File: src/hw/plc_pkg.sv
// Package for the PCS loopback control block: register map, field positions,
// reset values and code-group constants.
// Assumes a single 100 MHz clock domain and an AHB-Lite register bus.
package plc_pkg;

    // Register byte offsets.
    localparam logic [7:0] PLC_CTRL_OFF = 8'h00;
    localparam logic [7:0] PLC_ANADV_OFF = 8'h04;
    localparam logic [7:0] PLC_CFG_OFF = 8'h08;
    localparam logic [7:0] PLC_STAT_OFF = 8'h0C;
    localparam logic [7:0] PLC_MDIO_OFF = 8'h10;

    // Control register (management register 0) field positions.
    localparam int PLC_CTRL_LOOP_BIT = 14;
    // Configuration register fields.
    localparam int PLC_CFG_IFSEL_BIT = 0;
    localparam int PLC_CFG_SRCSEL_BIT = 1;
    localparam int PLC_CFG_VECLD_BIT = 2;
    localparam int PLC_CFG_ADDR_LSB = 8;
    // Management frame fields: address at [25:21], register at [20:16], data at [15:0].
    localparam int PLC_MDIO_ADDR_LSB = 21;
    localparam int PLC_MDIO_REG_LSB = 16;
    localparam int PLC_MDIO_WR_BIT = 26;

    // Reset values.
    localparam logic [15:0] PLC_CTRL_RST = 16'h0000;
    localparam logic [15:0] PLC_ANADV_RST = 16'h0000;
    localparam logic [4:0] PLC_ADDR_RST = 5'h01;

    // Management register numbers that the vector may write.
    localparam logic [4:0] PLC_MREG_CTRL = 5'h00;
    localparam logic [4:0] PLC_MREG_ANADV = 5'h04;

    // Idle code group pair: K28.5 then D16.2; six ones then four here, so the pair is balanced.
    localparam logic [9:0] PLC_K28_5 = 10'h17C;
    localparam logic [9:0] PLC_D16_2 = 10'h289;

    localparam logic [1:0] PLC_XCVR_LOOP_OFF = 2'h0;
    localparam int PLC_CG_W = 10;

endpackage : plc_pkg

File: src/hw/plc_top.sv
// PCS loopback control: register slave, loopback source selection, wrap
// request for a ten-bit SerDes and the internal code-group loop.
// Assumes one clock hclk; line receive data arrives from another domain.
`timescale 1ns/1ps
`default_nettype none
module plc_top
    import plc_pkg::*;
#(
    parameter int CG_W = PLC_CG_W,
    parameter logic [4:0] PHY_ADDR_DEF = PLC_ADDR_RST
) (
    input wire logic hclk,
    input wire logic hresetn,
    input wire logic ce,
    input wire logic hsel,
    input wire logic [31:0] haddr,
    input wire logic [1:0] htrans,
    input wire logic hwrite,
    input wire logic [2:0] hsize,
    input wire logic [31:0] hwdata,
    input wire logic hready,
    output logic [31:0] hrdata,
    output logic hreadyout,
    output logic hresp,
    input wire logic [15:0] cfg_vec_ctrl,
    input wire logic [15:0] cfg_vec_anadv,
    input wire logic cfg_vec_valid,
    input wire logic [CG_W-1:0] tx_cg,
    input wire logic [CG_W-1:0] line_rx_cg,
    output logic [CG_W-1:0] line_tx_cg,
    output logic [CG_W-1:0] pcs_rx_cg,
    output logic serdes_wrap,
    output logic [1:0] xcvr_loop_sel
);

    // Bus address phase capture.
    logic wr_pend_reg;
    logic wr_pend_next;
    logic [7:0] wr_addr_reg;
    logic [7:0] wr_addr_next;
    logic [31:0] hrdata_next;
    // Management registers and configuration.
    logic [15:0] ctrl_reg;
    logic [15:0] ctrl_next;
    logic [15:0] anadv_reg;
    logic [15:0] anadv_next;
    logic if_tbi_reg;
    logic if_tbi_next;
    logic src_vec_reg;
    logic src_vec_next;
    logic vec_load_reg;
    logic vec_load_next;
    logic [4:0] phy_addr_reg;
    logic [4:0] phy_addr_next;
    logic [15:0] mdio_rd_reg;
    logic [15:0] mdio_rd_next;
    logic mdio_miss_reg;
    logic mdio_miss_next;
    // Loopback state.
    logic loop_on_reg;
    logic loop_on_next;
    logic wrap_next;
    logic [CG_W-1:0] line_rx_s1_reg;
    logic [CG_W-1:0] line_rx_s2_reg;
    logic [CG_W-1:0] path_tx_cg;
    logic [CG_W-1:0] path_rx_cg;
    logic addr_ok;
    logic vec_we;
    logic wr_go;

    assign addr_ok = hsel && hready && htrans[1];
    assign wr_go = wr_pend_reg;
    assign vec_we = vec_load_reg && cfg_vec_valid;

    // The bus side never stalls: one address cycle, zero wait data phase.
    always_comb begin
        wr_pend_next = addr_ok && hwrite;
        wr_addr_next = addr_ok ? haddr[7:0] : wr_addr_reg;
        hrdata_next = 32'h0000_0000;
        if (addr_ok && !hwrite) begin
            unique case (haddr[7:0])
                PLC_CTRL_OFF: hrdata_next = {16'h0000, ctrl_reg};
                PLC_ANADV_OFF: hrdata_next = {16'h0000, anadv_reg};
                PLC_CFG_OFF: hrdata_next = {19'h0_0000, phy_addr_reg, 5'h00,
                                            vec_load_reg, src_vec_reg, if_tbi_reg};
                PLC_STAT_OFF: hrdata_next = {29'h0000_0000, mdio_miss_reg,
                                             serdes_wrap, loop_on_reg};
                PLC_MDIO_OFF: hrdata_next = {16'h0000, mdio_rd_reg};
                default: hrdata_next = 32'h0000_0000;
            endcase
        end
    end

    // Register writes. A management frame with another address only sets the miss flag.
    always_comb begin
        ctrl_next = ctrl_reg;
        anadv_next = anadv_reg;
        if_tbi_next = if_tbi_reg;
        src_vec_next = src_vec_reg;
        vec_load_next = vec_load_reg;
        phy_addr_next = phy_addr_reg;
        mdio_rd_next = mdio_rd_reg;
        mdio_miss_next = mdio_miss_reg;
        if (vec_we) begin
            ctrl_next = cfg_vec_ctrl;
            anadv_next = cfg_vec_anadv;
        end
        if (wr_go) begin
            if (wr_addr_reg == PLC_CTRL_OFF) begin
                ctrl_next = hwdata[15:0];
            end else if (wr_addr_reg == PLC_ANADV_OFF) begin
                anadv_next = hwdata[15:0];
            end else if (wr_addr_reg == PLC_CFG_OFF) begin
                if_tbi_next = hwdata[PLC_CFG_IFSEL_BIT];
                src_vec_next = hwdata[PLC_CFG_SRCSEL_BIT];
                vec_load_next = hwdata[PLC_CFG_VECLD_BIT];
                phy_addr_next = hwdata[PLC_CFG_ADDR_LSB +: 5];
            end else if (wr_addr_reg == PLC_MDIO_OFF) begin
                if (hwdata[PLC_MDIO_ADDR_LSB +: 5] == phy_addr_reg) begin
                    mdio_miss_next = 1'b0;
                    if (hwdata[PLC_MDIO_REG_LSB +: 5] == PLC_MREG_CTRL) begin
                        if (hwdata[PLC_MDIO_WR_BIT]) begin
                            ctrl_next = hwdata[15:0];
                        end
                        mdio_rd_next = hwdata[PLC_MDIO_WR_BIT] ? hwdata[15:0] : ctrl_reg;
                    end else if (hwdata[PLC_MDIO_REG_LSB +: 5] == PLC_MREG_ANADV) begin
                        if (hwdata[PLC_MDIO_WR_BIT]) begin
                            anadv_next = hwdata[15:0];
                        end
                        mdio_rd_next = hwdata[PLC_MDIO_WR_BIT] ? hwdata[15:0] : anadv_reg;
                    end else begin
                        mdio_rd_next = 16'h0000;
                    end
                end else begin
                    mdio_miss_next = 1'b1; // Other PHY address: frame ignored, miss flagged.
                end
            end
        end
    end

    // Loopback source: the vector bit or the management control bit.
    always_comb begin
        if (src_vec_reg) begin
            loop_on_next = cfg_vec_ctrl[PLC_CTRL_LOOP_BIT];
        end else begin
            loop_on_next = ctrl_reg[PLC_CTRL_LOOP_BIT];
        end
        wrap_next = loop_on_next && if_tbi_reg;
    end

    always_ff @(posedge hclk or negedge hresetn) begin
        if (!hresetn) begin
            wr_pend_reg <= 1'b0;
            wr_addr_reg <= 8'h00;
            hrdata <= 32'h0000_0000;
            hreadyout <= 1'b1;
            hresp <= 1'b0;
            ctrl_reg <= PLC_CTRL_RST;
            anadv_reg <= PLC_ANADV_RST;
            if_tbi_reg <= 1'b0;
            src_vec_reg <= 1'b0;
            vec_load_reg <= 1'b0;
            phy_addr_reg <= PHY_ADDR_DEF;
            mdio_rd_reg <= 16'h0000;
            mdio_miss_reg <= 1'b0;
            loop_on_reg <= 1'b0;
            serdes_wrap <= 1'b0;
            xcvr_loop_sel <= PLC_XCVR_LOOP_OFF;
            line_rx_s1_reg <= '0;
            line_rx_s2_reg <= '0;
        end else if (ce) begin
            wr_pend_reg <= wr_pend_next;
            wr_addr_reg <= wr_addr_next;
            hrdata <= hrdata_next;
            hreadyout <= 1'b1;
            hresp <= 1'b0;
            ctrl_reg <= ctrl_next;
            anadv_reg <= anadv_next;
            if_tbi_reg <= if_tbi_next;
            src_vec_reg <= src_vec_next;
            vec_load_reg <= vec_load_next;
            phy_addr_reg <= phy_addr_next;
            mdio_rd_reg <= mdio_rd_next;
            mdio_miss_reg <= mdio_miss_next;
            loop_on_reg <= loop_on_next;
            serdes_wrap <= wrap_next;
            xcvr_loop_sel <= PLC_XCVR_LOOP_OFF;
            line_rx_s1_reg <= line_rx_cg;
            line_rx_s2_reg <= line_rx_s1_reg;
        end
    end

    // In ten-bit mode the internal loop is never engaged; the SerDes wraps instead.
    plc_path #(
        .CG_W(CG_W)
    ) u_path (
        .hclk(hclk),
        .hresetn(hresetn),
        .ce(ce),
        .loop_on(loop_on_reg && !if_tbi_reg),
        .tx_cg(tx_cg),
        .line_rx_cg(line_rx_s2_reg),
        .line_tx_cg(path_tx_cg),
        .pcs_rx_cg(path_rx_cg)
    );

    assign line_tx_cg = path_tx_cg;
    assign pcs_rx_cg = path_rx_cg;

endmodule : plc_top
`default_nettype wire

File: src/hw/plc_path.sv
// Code-group path switch between the PCS and the transceiver.
// Assumes loop_on is a registered level in the same clock domain.
`timescale 1ns/1ps
`default_nettype none
module plc_path
    import plc_pkg::*;
#(
    parameter int CG_W = PLC_CG_W
) (
    input wire logic hclk,
    input wire logic hresetn,
    input wire logic ce,
    input wire logic loop_on,
    input wire logic [CG_W-1:0] tx_cg,
    input wire logic [CG_W-1:0] line_rx_cg,
    output logic [CG_W-1:0] line_tx_cg,
    output logic [CG_W-1:0] pcs_rx_cg
);

    logic idle_phase_reg;
    logic idle_phase_next;
    logic [CG_W-1:0] line_tx_next;
    logic [CG_W-1:0] pcs_rx_next;

    // Loop at the last stage; the line sees alternating Idle halves meanwhile.
    always_comb begin
        idle_phase_next = loop_on ? ~idle_phase_reg : 1'b0;
        if (loop_on) begin
            line_tx_next = idle_phase_reg ? CG_W'(PLC_D16_2) : CG_W'(PLC_K28_5);
            pcs_rx_next = tx_cg;
        end else begin
            line_tx_next = tx_cg;
            pcs_rx_next = line_rx_cg;
        end
    end

    always_ff @(posedge hclk or negedge hresetn) begin
        if (!hresetn) begin
            idle_phase_reg <= 1'b0;
            line_tx_cg <= '0;
            pcs_rx_cg <= '0;
        end else if (ce) begin
            idle_phase_reg <= idle_phase_next;
            line_tx_cg <= line_tx_next;
            pcs_rx_cg <= pcs_rx_next;
        end
    end

endmodule : plc_path
`default_nettype wire

File: config.mk
export PLATFORM = sky130hd
export DESIGN_NAME = plc_top
export DESIGN_NICKNAME = d
export VERILOG_FILES = /design/src/hw/plc_pkg.sv /design/src/hw/plc_top.sv /design/src/hw/plc_path.sv
export SDC_FILE = /design/constraint.sdc
export NUM_CORES = 1
export LEC_CHECK = 0
export ABC_AREA = 1
export BUFFER_PORTS_ARGS = -buffer_cell sky130_fd_sc_hd__clkbuf_2
export CAP_MARGIN = 10
export CORE_MARGIN = 3
export CORE_UTILIZATION = 48
export DETAILED_ROUTE_END_ITERATION = 6
export PLACE_DENSITY = 0.81
export SLEW_MARGIN = 25
export SYNTH_ARGS = -nofsm -noshare
export SYNTH_HDL_FRONTEND = slang
export SYNTH_SLANG_ARGS = --single-unit
File: constraint.sdc
create_clock -name hclk -period 1.6 [get_ports hclk]
set_input_delay 0.16 -clock hclk [delete_from_list [all_inputs] [get_ports hclk]]
set_output_delay 0.16 -clock hclk [all_outputs]
set_load 0.005 [all_outputs]
==> reports/qor.yml, run 1 <==
status: "finished with violations"
violations: "setup timing"
antenna_cells: 0
die_w_um: 124.7
fmax_mhz: 595.0
worst_ep_required_time_ns: 1.90
cts_buffers: 17
cts-root-buf: "clkbuf_16"
post_drt_wl_per_cell_um: 15.75
crit_arrival_ns: 1.98
numPortBuffers: 131
gp_congestion: 0.8817
tightest_slew_ns: 0.6261
drtAntennaViolNets: 0
h-tree-depth: 4
grt_max_degree: 90
fin_crit_sh_pct: 105.0
wl_um: 19730
drt_iter0_drc: 623
dr_total_vias: 6673
hold_start: "haddr[0]"
synth_area_mm2: 0.006766
vias_per_cell: 5.326
r2r_slack_ns: -0.08
rows: 42
drtPass1Iterations: 6
grt_pass1_wl_um: 31460
finalHoldViolCount: 0
worst-setup-path-type: "reg -> reg"
end_kind: "flip-flop"
cts_tree: "done"
fin_ws_ns: -0.08068
yosys_warnings: 0
peakVddDrop_mv: 0.9831
startpoint_type: "flip-flop"
fin_cells: 1253
synth.avg_cell_area_um2: 7.436
p_leak_nw: 4.643
clk_pin_slew_ns: 0.06
start_util_pct: 50.10
synthCells: 910
setup_viol: 46
place_hpwl_um: 13170
ys_seq_area_share_pct: 46.25
period_needed_ns: 1.681
final_net_count: 1192
clock_latency_ns: 0.42
rsz0062_at_grt: "true"
worstPathMaxFanout: 11
cts_sinks: 125
finClkSkew_ns: 0.007048
drive_gt1_share_pct: 22.93
clk_path_buf_depth: 2
route.detailed.drc: 0
total_power_mw: 9.996
antenna_found_initial: 0
syn_to_final_growth_pct: 27.18
slew_headroom_pct: 57.82
grt_overflow: 0
io_pins: 185
track_usage_pct: 25.04
r2r_cells: 9
pwr_density_cell_mw_per_mm2: 1162
post_cts_buffers: 0
placed_cells: 1208
die_area_mm2: 0.01556
r2r_start: "phy_addr_reg[0]"
rr_endpoint: "ctrl_reg[3]"
whs_path_depth: 3
grt_pass1_vias: 6429
die_height_um: 124.7
max_cap_violations: 0
core_area_mm2: 0.01351
synth-seq-cells: 125
hold_class: "in -> reg"
min_to: "wr_addr_reg[0]"
drv_slew: 0
yosysUniqueCellTypes: 38
-- repair_timing --
item                                   CTS  global route
endpoints found under the hold margin  136             0
gates resized for setup                  8             9
hold buffers                            13             0
setup endpoints to repair               49            57
pin swaps                                7             8
-- cell type report --
cell class              count  area, um^2
clock inverters             7       135.1
well taps                 176       220.2
multi-input cells         655        3102
clock buffers              25       485.5
inverters                  84       317.8
fillers                  1122        4900
repair buffers            181        1216
flip-flops and latches    125        3129
-- critical path, cell delays in order (launching register included) --
cell	delay, ns
dfstp_2	0.55
xnor2_2	0.12
nand3_2	0.11
nor2_4	0.17
nand3_2	0.14
nand2_4	0.12
buf_12	0.14
nand2_1	0.06
nand3_1	0.09
nand2_1	0.06
-- stage by stage --
step	setup TNS [ns]	area [um^2]	util, %	worst slack [ns]	hold slack (ns)
finish	-1.645	8606	63.72	-0.08068	0.001532
global route	-6.237	8606	63.72	-0.1639	0.01006
CTS	-1.874	8571	63.46	-0.07579	0.0006702
detailed placement	-4.004	7779	57.60	-0.1317	0.2483
global placement	-0.4343	7779	57.60	-0.03581	0.2504
floorplan	0	6834	-	0.05945	-0.1356
-- cell families (layout without fill, tap and decap cells) --
logic type	after synthesis	count (layout)	share of synthesized area, %
compound gates	138	138	12.56
flops	125	125	46.25
mux	1	1	0.1664
other cells	2	20	0.1110
buf+inv	148	297	10.04
xor+xnor	3	3	0.3884
simple gates	493	493	30.49
-- placed cells by master (no fill, tap or decap), types with 4 or more instances in the layout --
cell / count
nor2_2: 5
o21ai_1: 14
o21ai_2: 8
o221ai_1: 8
clkbuf_16: 17
buf_4: 26
inv_1: 79
buf_12: 12
bufinv_16: 4
nand3_1: 47
clkbuf_1: 5
clkbuf_2: 130
inv_2: 4
nor2_1: 31
nand3_2: 13
o2111ai_1: 5
conb_1: 20
dlygate4sd3_1: 13
o21ai_0: 75
a32oi_1: 16
dfrtp_1: 124
nand2_1: 375
nor2_4: 4
nand2_2: 5
-- metal layers --
metal	wire length, um	share of wire, %	GRT usage [%]	up-vias
li1	-	-	-	3177
met1	7808	40	31.93	3067
met2	9374	48	40.33	361
met3	1793	9.1	6.132	68
met4	754	3.8	11.35	0
met5	0	0	0	-
-- synth_stat cells, drive strengths merged --
cell type	instances	share of area, %
a21boi	1	0.11
a21oi	4	0.35
a32oi	16	2.1
buf	42	4.2
clkbuf	22	1.2
conb	2	0.11
dfrtp	124	46
dfstp	1	0.39
inv	84	4.7
mux2	1	0.17
nand2	383	22
nand3	60	4.7
nand3b	1	0.11
nand4	5	0.65
nor2	40	2.8
nor3	4	0.61
o2111ai	5	0.65
o211ai	2	0.22
o21a	2	0.22
o21ai	97	7.6
o221ai	8	1.0
o22ai	3	0.28
xnor2	3	0.39
-- power breakdown --
group | total (mW) | internal, mW | switching (mW)
logic | 1.97 | 0.754 | 1.21
registers | 3.92 | 3.63 | 0.285
clock network | 4.11 | 2.73 | 1.39
-- how the worst max path moves through the flow --
stage,from,endpoint,depth (start not counted)
detailed placement,phy_addr_reg[0],ctrl_reg[2],9
global placement,phy_addr_reg[0],anadv_reg[13],9
floorplan,phy_addr_reg[0],anadv_reg[10],9
global route,phy_addr_reg[0],anadv_reg[2],9
CTS,phy_addr_reg[0],ctrl_reg[3],9
finish,phy_addr_reg[0],ctrl_reg[3],9
No activity file was read; power rests on OpenSTA's default activity.
==> run 2: changes to the inputs <==
- CORE_UTILIZATION: 48 -> 45
- PLACE_DENSITY: 0.81 -> 0.77
==> reports/qor.yml, run 2 (same netlist as run 1, synthesis figures left out) <==
pwr-share-clk_pct: 42.0
path_buf_inv: 1
grt_pass1_wl_um: 31720
violations: "setup timing"
place_area_mm2: 0.007804
io_pins: 185
cpPeakStageDelay_ns: 0.55
core_area_mm2: 0.01464
crit_arrival_ns: 1.97
switching_share_pct: 28.64
cp_slowest_cell: "dfstp_2"
setup_viol: 40
fin_crit_sh_pct: 104.3
pre_cts_ws_ns: -0.1164
worst-setup-path-type: "reg -> reg"
antenna_found_initial: 0
final_common_cell: "nand2_1"
place_hpwl_um: 13280
finClkSkew_ns: 0.006238
postLayoutCoreUtil_pct: 59.45
clock_latency_ns: 0.42
internal_power_mw: 7.220
start_util_pct: 46.21
fmax_mhz: 599.4
gp_congestion: 0.8981
drt_iter0_drc: 566
pwr_density_cell_mw_per_mm2: 1162
worstPathCellList: "xnor2_2, nand3_2, nor2_4, nand3_2, nand2_4, buf_4, nand3_1, nand3_1, nand2_1"
status: "finished with violations"
grt_overflow: 0
drtPass1Iterations: 6
worst_ep_required_time_ns: 1.90
grt_pass1_vias: 6355
hold_class: "in -> reg"
clk_pin_slew_ns: 0.06
dr_total_vias: 6714
cts_sinks: 125
antenna_cells: 0
fin_setup_tns_ns: -1.599
die_area_mm2: 0.01654
cp_top_family: "simple AND/OR/NAND/NOR gates"
worstPathMaxFanout: 5
placed_cells: 1218
fin_ws_ns: -0.06835
period_needed_ns: 1.668
syn_to_final_growth_pct: 28.66
cts-root-buf: "clkbuf_16"
switchingPower_mw: 2.897
stdcell_area_mm2: 0.008706
rows: 44
die_w_um: 128.6
p_leak_nw: 4.712
wl_um: 19860
end_kind: "flip-flop"
cts_buffers: 17
p_seq_share_pct: 38.7
drtAntennaViolNets: 0
fin_cells: 1267
track_usage_pct: 24.28
total_power_mw: 10.12
cts_tree: "done"
mostFrequentLayoutCells: "nand2_1 (367), clkbuf_2 (130), dfrtp_1 (124), inv_1 (76), o21ai_0 (74)"
h-tree-depth: 4
die_height_um: 128.6
max_cap_violations: 0
final_net_count: 1198
startpoint_type: "flip-flop"
vias_per_cell: 5.299
p_comb_share_pct: 19.4
fin_worst_hold_slack_ns: 0.02755
route.detailed.drc: 0
drv_slew: 0
numPortBuffers: 131
clk_path_buf_depth: 2
grt_max_degree: 57
drive_gt1_share_pct: 24.38
post_drt_wl_per_cell_um: 15.67
rsz0062_at_grt: "true"
peakVddDrop_mv: 0.7454
finalHoldViolCount: 0
[run 2: repair_timing]
| action | 4_1_cts | 5_1_grt |
|---|---|---|
| hold buffers | 14 | 0 |
| setup endpoints to repair | 32 | 60 |
| pin swaps | 16 | 4 |
| setup buffers | 1 | 1 |
| gates resized for setup | 19 | 7 |
| hold endpoints to repair | 137 | 0 |
| gates cloned | 1 | 0 |
[run 2: per-layer routing]
layer  wire length (um)  vias up  global-route usage [%]
li1                   -     3195                       -
met1               8092     3100                   31.03
met2               9287      347                   38.68
met3               1655       72                   5.438
met4                820        0                   12.72
met5                  0        -                       0
[run 2: cell type report]
class | count | area (um^2)
fillers | 1274 | 5938
flip-flops and latches | 125 | 3129
multi-input cells | 655 | 3093
repair buffers | 187 | 1287
clock buffers | 20 | 456.7
inverters | 84 | 317.8
well taps | 184 | 230.2
clock inverters | 12 | 191.4
[run 2: worst min-delay path: stages]
cell	delay, ns
clkbuf_2	0.08
inv_1	0.06
o21ai_0	0.09
[run 2: path summary, 6_finish.rpt]
kind	startpoint	to	slack, ns	cells past startpoint
setup / recovery	phy_addr_reg[0]	anadv_reg[1]	-0.07	9
hold / removal	haddr[1]	wr_addr_reg[1]	0.03	3
setup reg to reg	phy_addr_reg[0]	anadv_reg[1]	-0.07	9
hold reg to reg	line_rx_s2_reg[6]	line_rx_s2_reg[6]	0.47	2
max in group asynchronous	hresetn	phy_addr_reg[0]	0.87	3
min in group asynchronous	hresetn	ctrl_reg[4]	0.08	2
[run 2: power by group through the flow]
| stage | Combinational, mW | Sequential (mW) | Clock [mW] |
|---|---|---|---|
| final | 1.96 | 3.91 | 4.25 |
| after global routing | 2.24 | 3.97 | 4.45 |
| after CTS | 1.95 | 3.90 | 4.30 |
| after detailed placement | 1.88 | 3.94 | 0 |
| after global placement | 1.83 | 3.93 | 0 |
| after floorplan | 1.22 | 3.91 | 0 |
==> run 3: changes to the inputs <==
- PLACE_DENSITY: 0.77 -> 0.74
- SKIP_CTS_REPAIR_TIMING: default -> 1
- clock period: 1.6 -> 2.2 ns (I/O delays scaled with it)
==> reports/qor.yml, run 3 (same netlist as run 1, synthesis figures left out) <==
mostFrequentLayoutCells: "nand2_1 (378), clkbuf_2 (130), dfrtp_1 (124), inv_1 (79), o21ai_0 (75)"
start_util_pct: 46.21
clock_latency_ns: 0.42
gp_congestion: 0.9450
h-tree-depth: 4
fin_crit_sh_pct: 86.04
worst-setup-path-type: "reg -> reg"
grt_pass1_wl_um: 31160
drt_iter0_drc: 586
cts_buffers: 17
finalHoldViolCount: 0
dr_total_vias: 6382
worst_ep_required_time_ns: 2.51
setup_viol: 0
cts_tree: "done"
fmax_mhz: 528.3
pre_cts_ws_ns: 0.3086
seqCellArea_mm2: 0.003129
io_pins: 185
worstPathMaxFanout: 12
syn_to_final_growth_pct: 19.80
cts_sinks: 125
drtAntennaViolNets: 0
track_usage_pct: 23.98
final_net_count: 1164
fin_ws_ns: 0.3071
drv_slew: 0
place_hpwl_um: 12930
grt_overflow: 0
period_needed_ns: 1.893
startpoint_type: "flip-flop"
cts-root-buf: "clkbuf_16"
drive_gt1_share_pct: 20.88
vias_per_cell: 5.176
grt_max_degree: 53
rsz0062_at_grt: "false"
pwr_density_cell_mw_per_mm2: 822.1
nFillCells: 1416
status: "complete, no violations"
whs_path_depth: 3
clk_pin_slew_ns: 0.05
antenna_found_initial: 1
post_drt_wl_per_cell_um: 15.51
route.detailed.drc: 0
antenna_cells: 0
die_height_um: 128.6
rows: 44
numPortBuffers: 131
fin_setup_tns_ns: 0
finClkSkew_ns: 0.007856
grt_pass1_vias: 6280
p_leak_nw: 4.446
end_kind: "flip-flop"
die_area_mm2: 0.01654
wl_um: 19130
tightest_slew_ns: 0.6692
multi_input_area_mm2: 0.003028
final_common_cell: "nand2_1"
max_cap_violations: 0
hold_class: "in -> reg"
core_area_mm2: 0.01464
clk_path_buf_depth: 2
drtPass1Iterations: 5
peakVddDrop_mv: 0.5429
slew_headroom_pct: 55.34
r2r_cells: 9
crit_arrival_ns: 2.20
die_w_um: 128.6
## run 3: final cells by class
type / instances / area share [%]
clock buffer: 23 / 5.773
clock inverter: 9 / 0.5865
inverter: 84 / 3.889
multi-input combinational: 655 / 37.35
sequential: 125 / 38.60
tap: 184 / 2.840
timing repair buffer: 153 / 10.96
## run 3: critical path, stage by stage, from the launching register on
cell and delay (ns):
dfstp_2 0.55, xnor2_1 0.12, nand3_1 0.11, nor2_2 0.25, nand3_2 0.13, nand2_4 0.20, buf_4 0.18, nand3_1 0.08
nand3_1 0.10, nand2_1 0.05
## run 3: where the power goes
part	total (mW)	switching (mW)	leakage (nW)	internal [mW]
Sequential	2.85	0.206	1.64	2.64
Clock	2.48	1.01	0.260	1.48
Combinational	1.33	0.837	2.55	0.496
Total	6.66	2.05	4.45	4.62
## run 3: path summary, 6_finish.rpt
kind                                    from                   to  slack (ns)
hold reg to reg            line_rx_s2_reg[7]    line_rx_s2_reg[7]        0.47
max in group asynchronous            hresetn  u_path.pcs_rx_cg[2]        1.23
min in group asynchronous            hresetn            hrdata[4]        0.31
setup reg to reg             phy_addr_reg[0]        anadv_reg[10]        0.31
hold / removal                 line_rx_cg[8]    line_rx_s1_reg[8]      0.0004
setup / recovery             phy_addr_reg[0]        anadv_reg[10]        0.31
## run 3: metrics by stage
| stage | util (%) | area, um^2 | std cells | hold WS [ns] | total power [mW] |
|---|---|---|---|---|---|
| 3_5_place_dp | 51.77 | 7581 | 1200 | 0.2300 | 4.203 |
| 6_report | 55.36 | 8107 | 1233 | 0.0004380 | 6.664 |
| 5_1_grt | 55.36 | 8107 | 1233 | 0.01426 | 7.085 |
| 3_3_place_gp | 51.77 | 7581 | 1200 | 0.2285 | 4.162 |
| 4_1_cts | 55.29 | 8097 | 1232 | -0.2169 | 6.704 |
| 2_1_floorplan | - | 6834 | 928 | -0.07559 | 3.732 |
## run 3: routing by layer
metal	vias up	global-route usage, %	part of all wire [%]	routed length (um)
met3	51	5.272	7.8	1488
li1	3121	-	-	-
met2	277	38.00	46	8793
met5	-	0	0.068	13
met1	2931	31.18	43	8205
met4	2	11.86	3.3	624
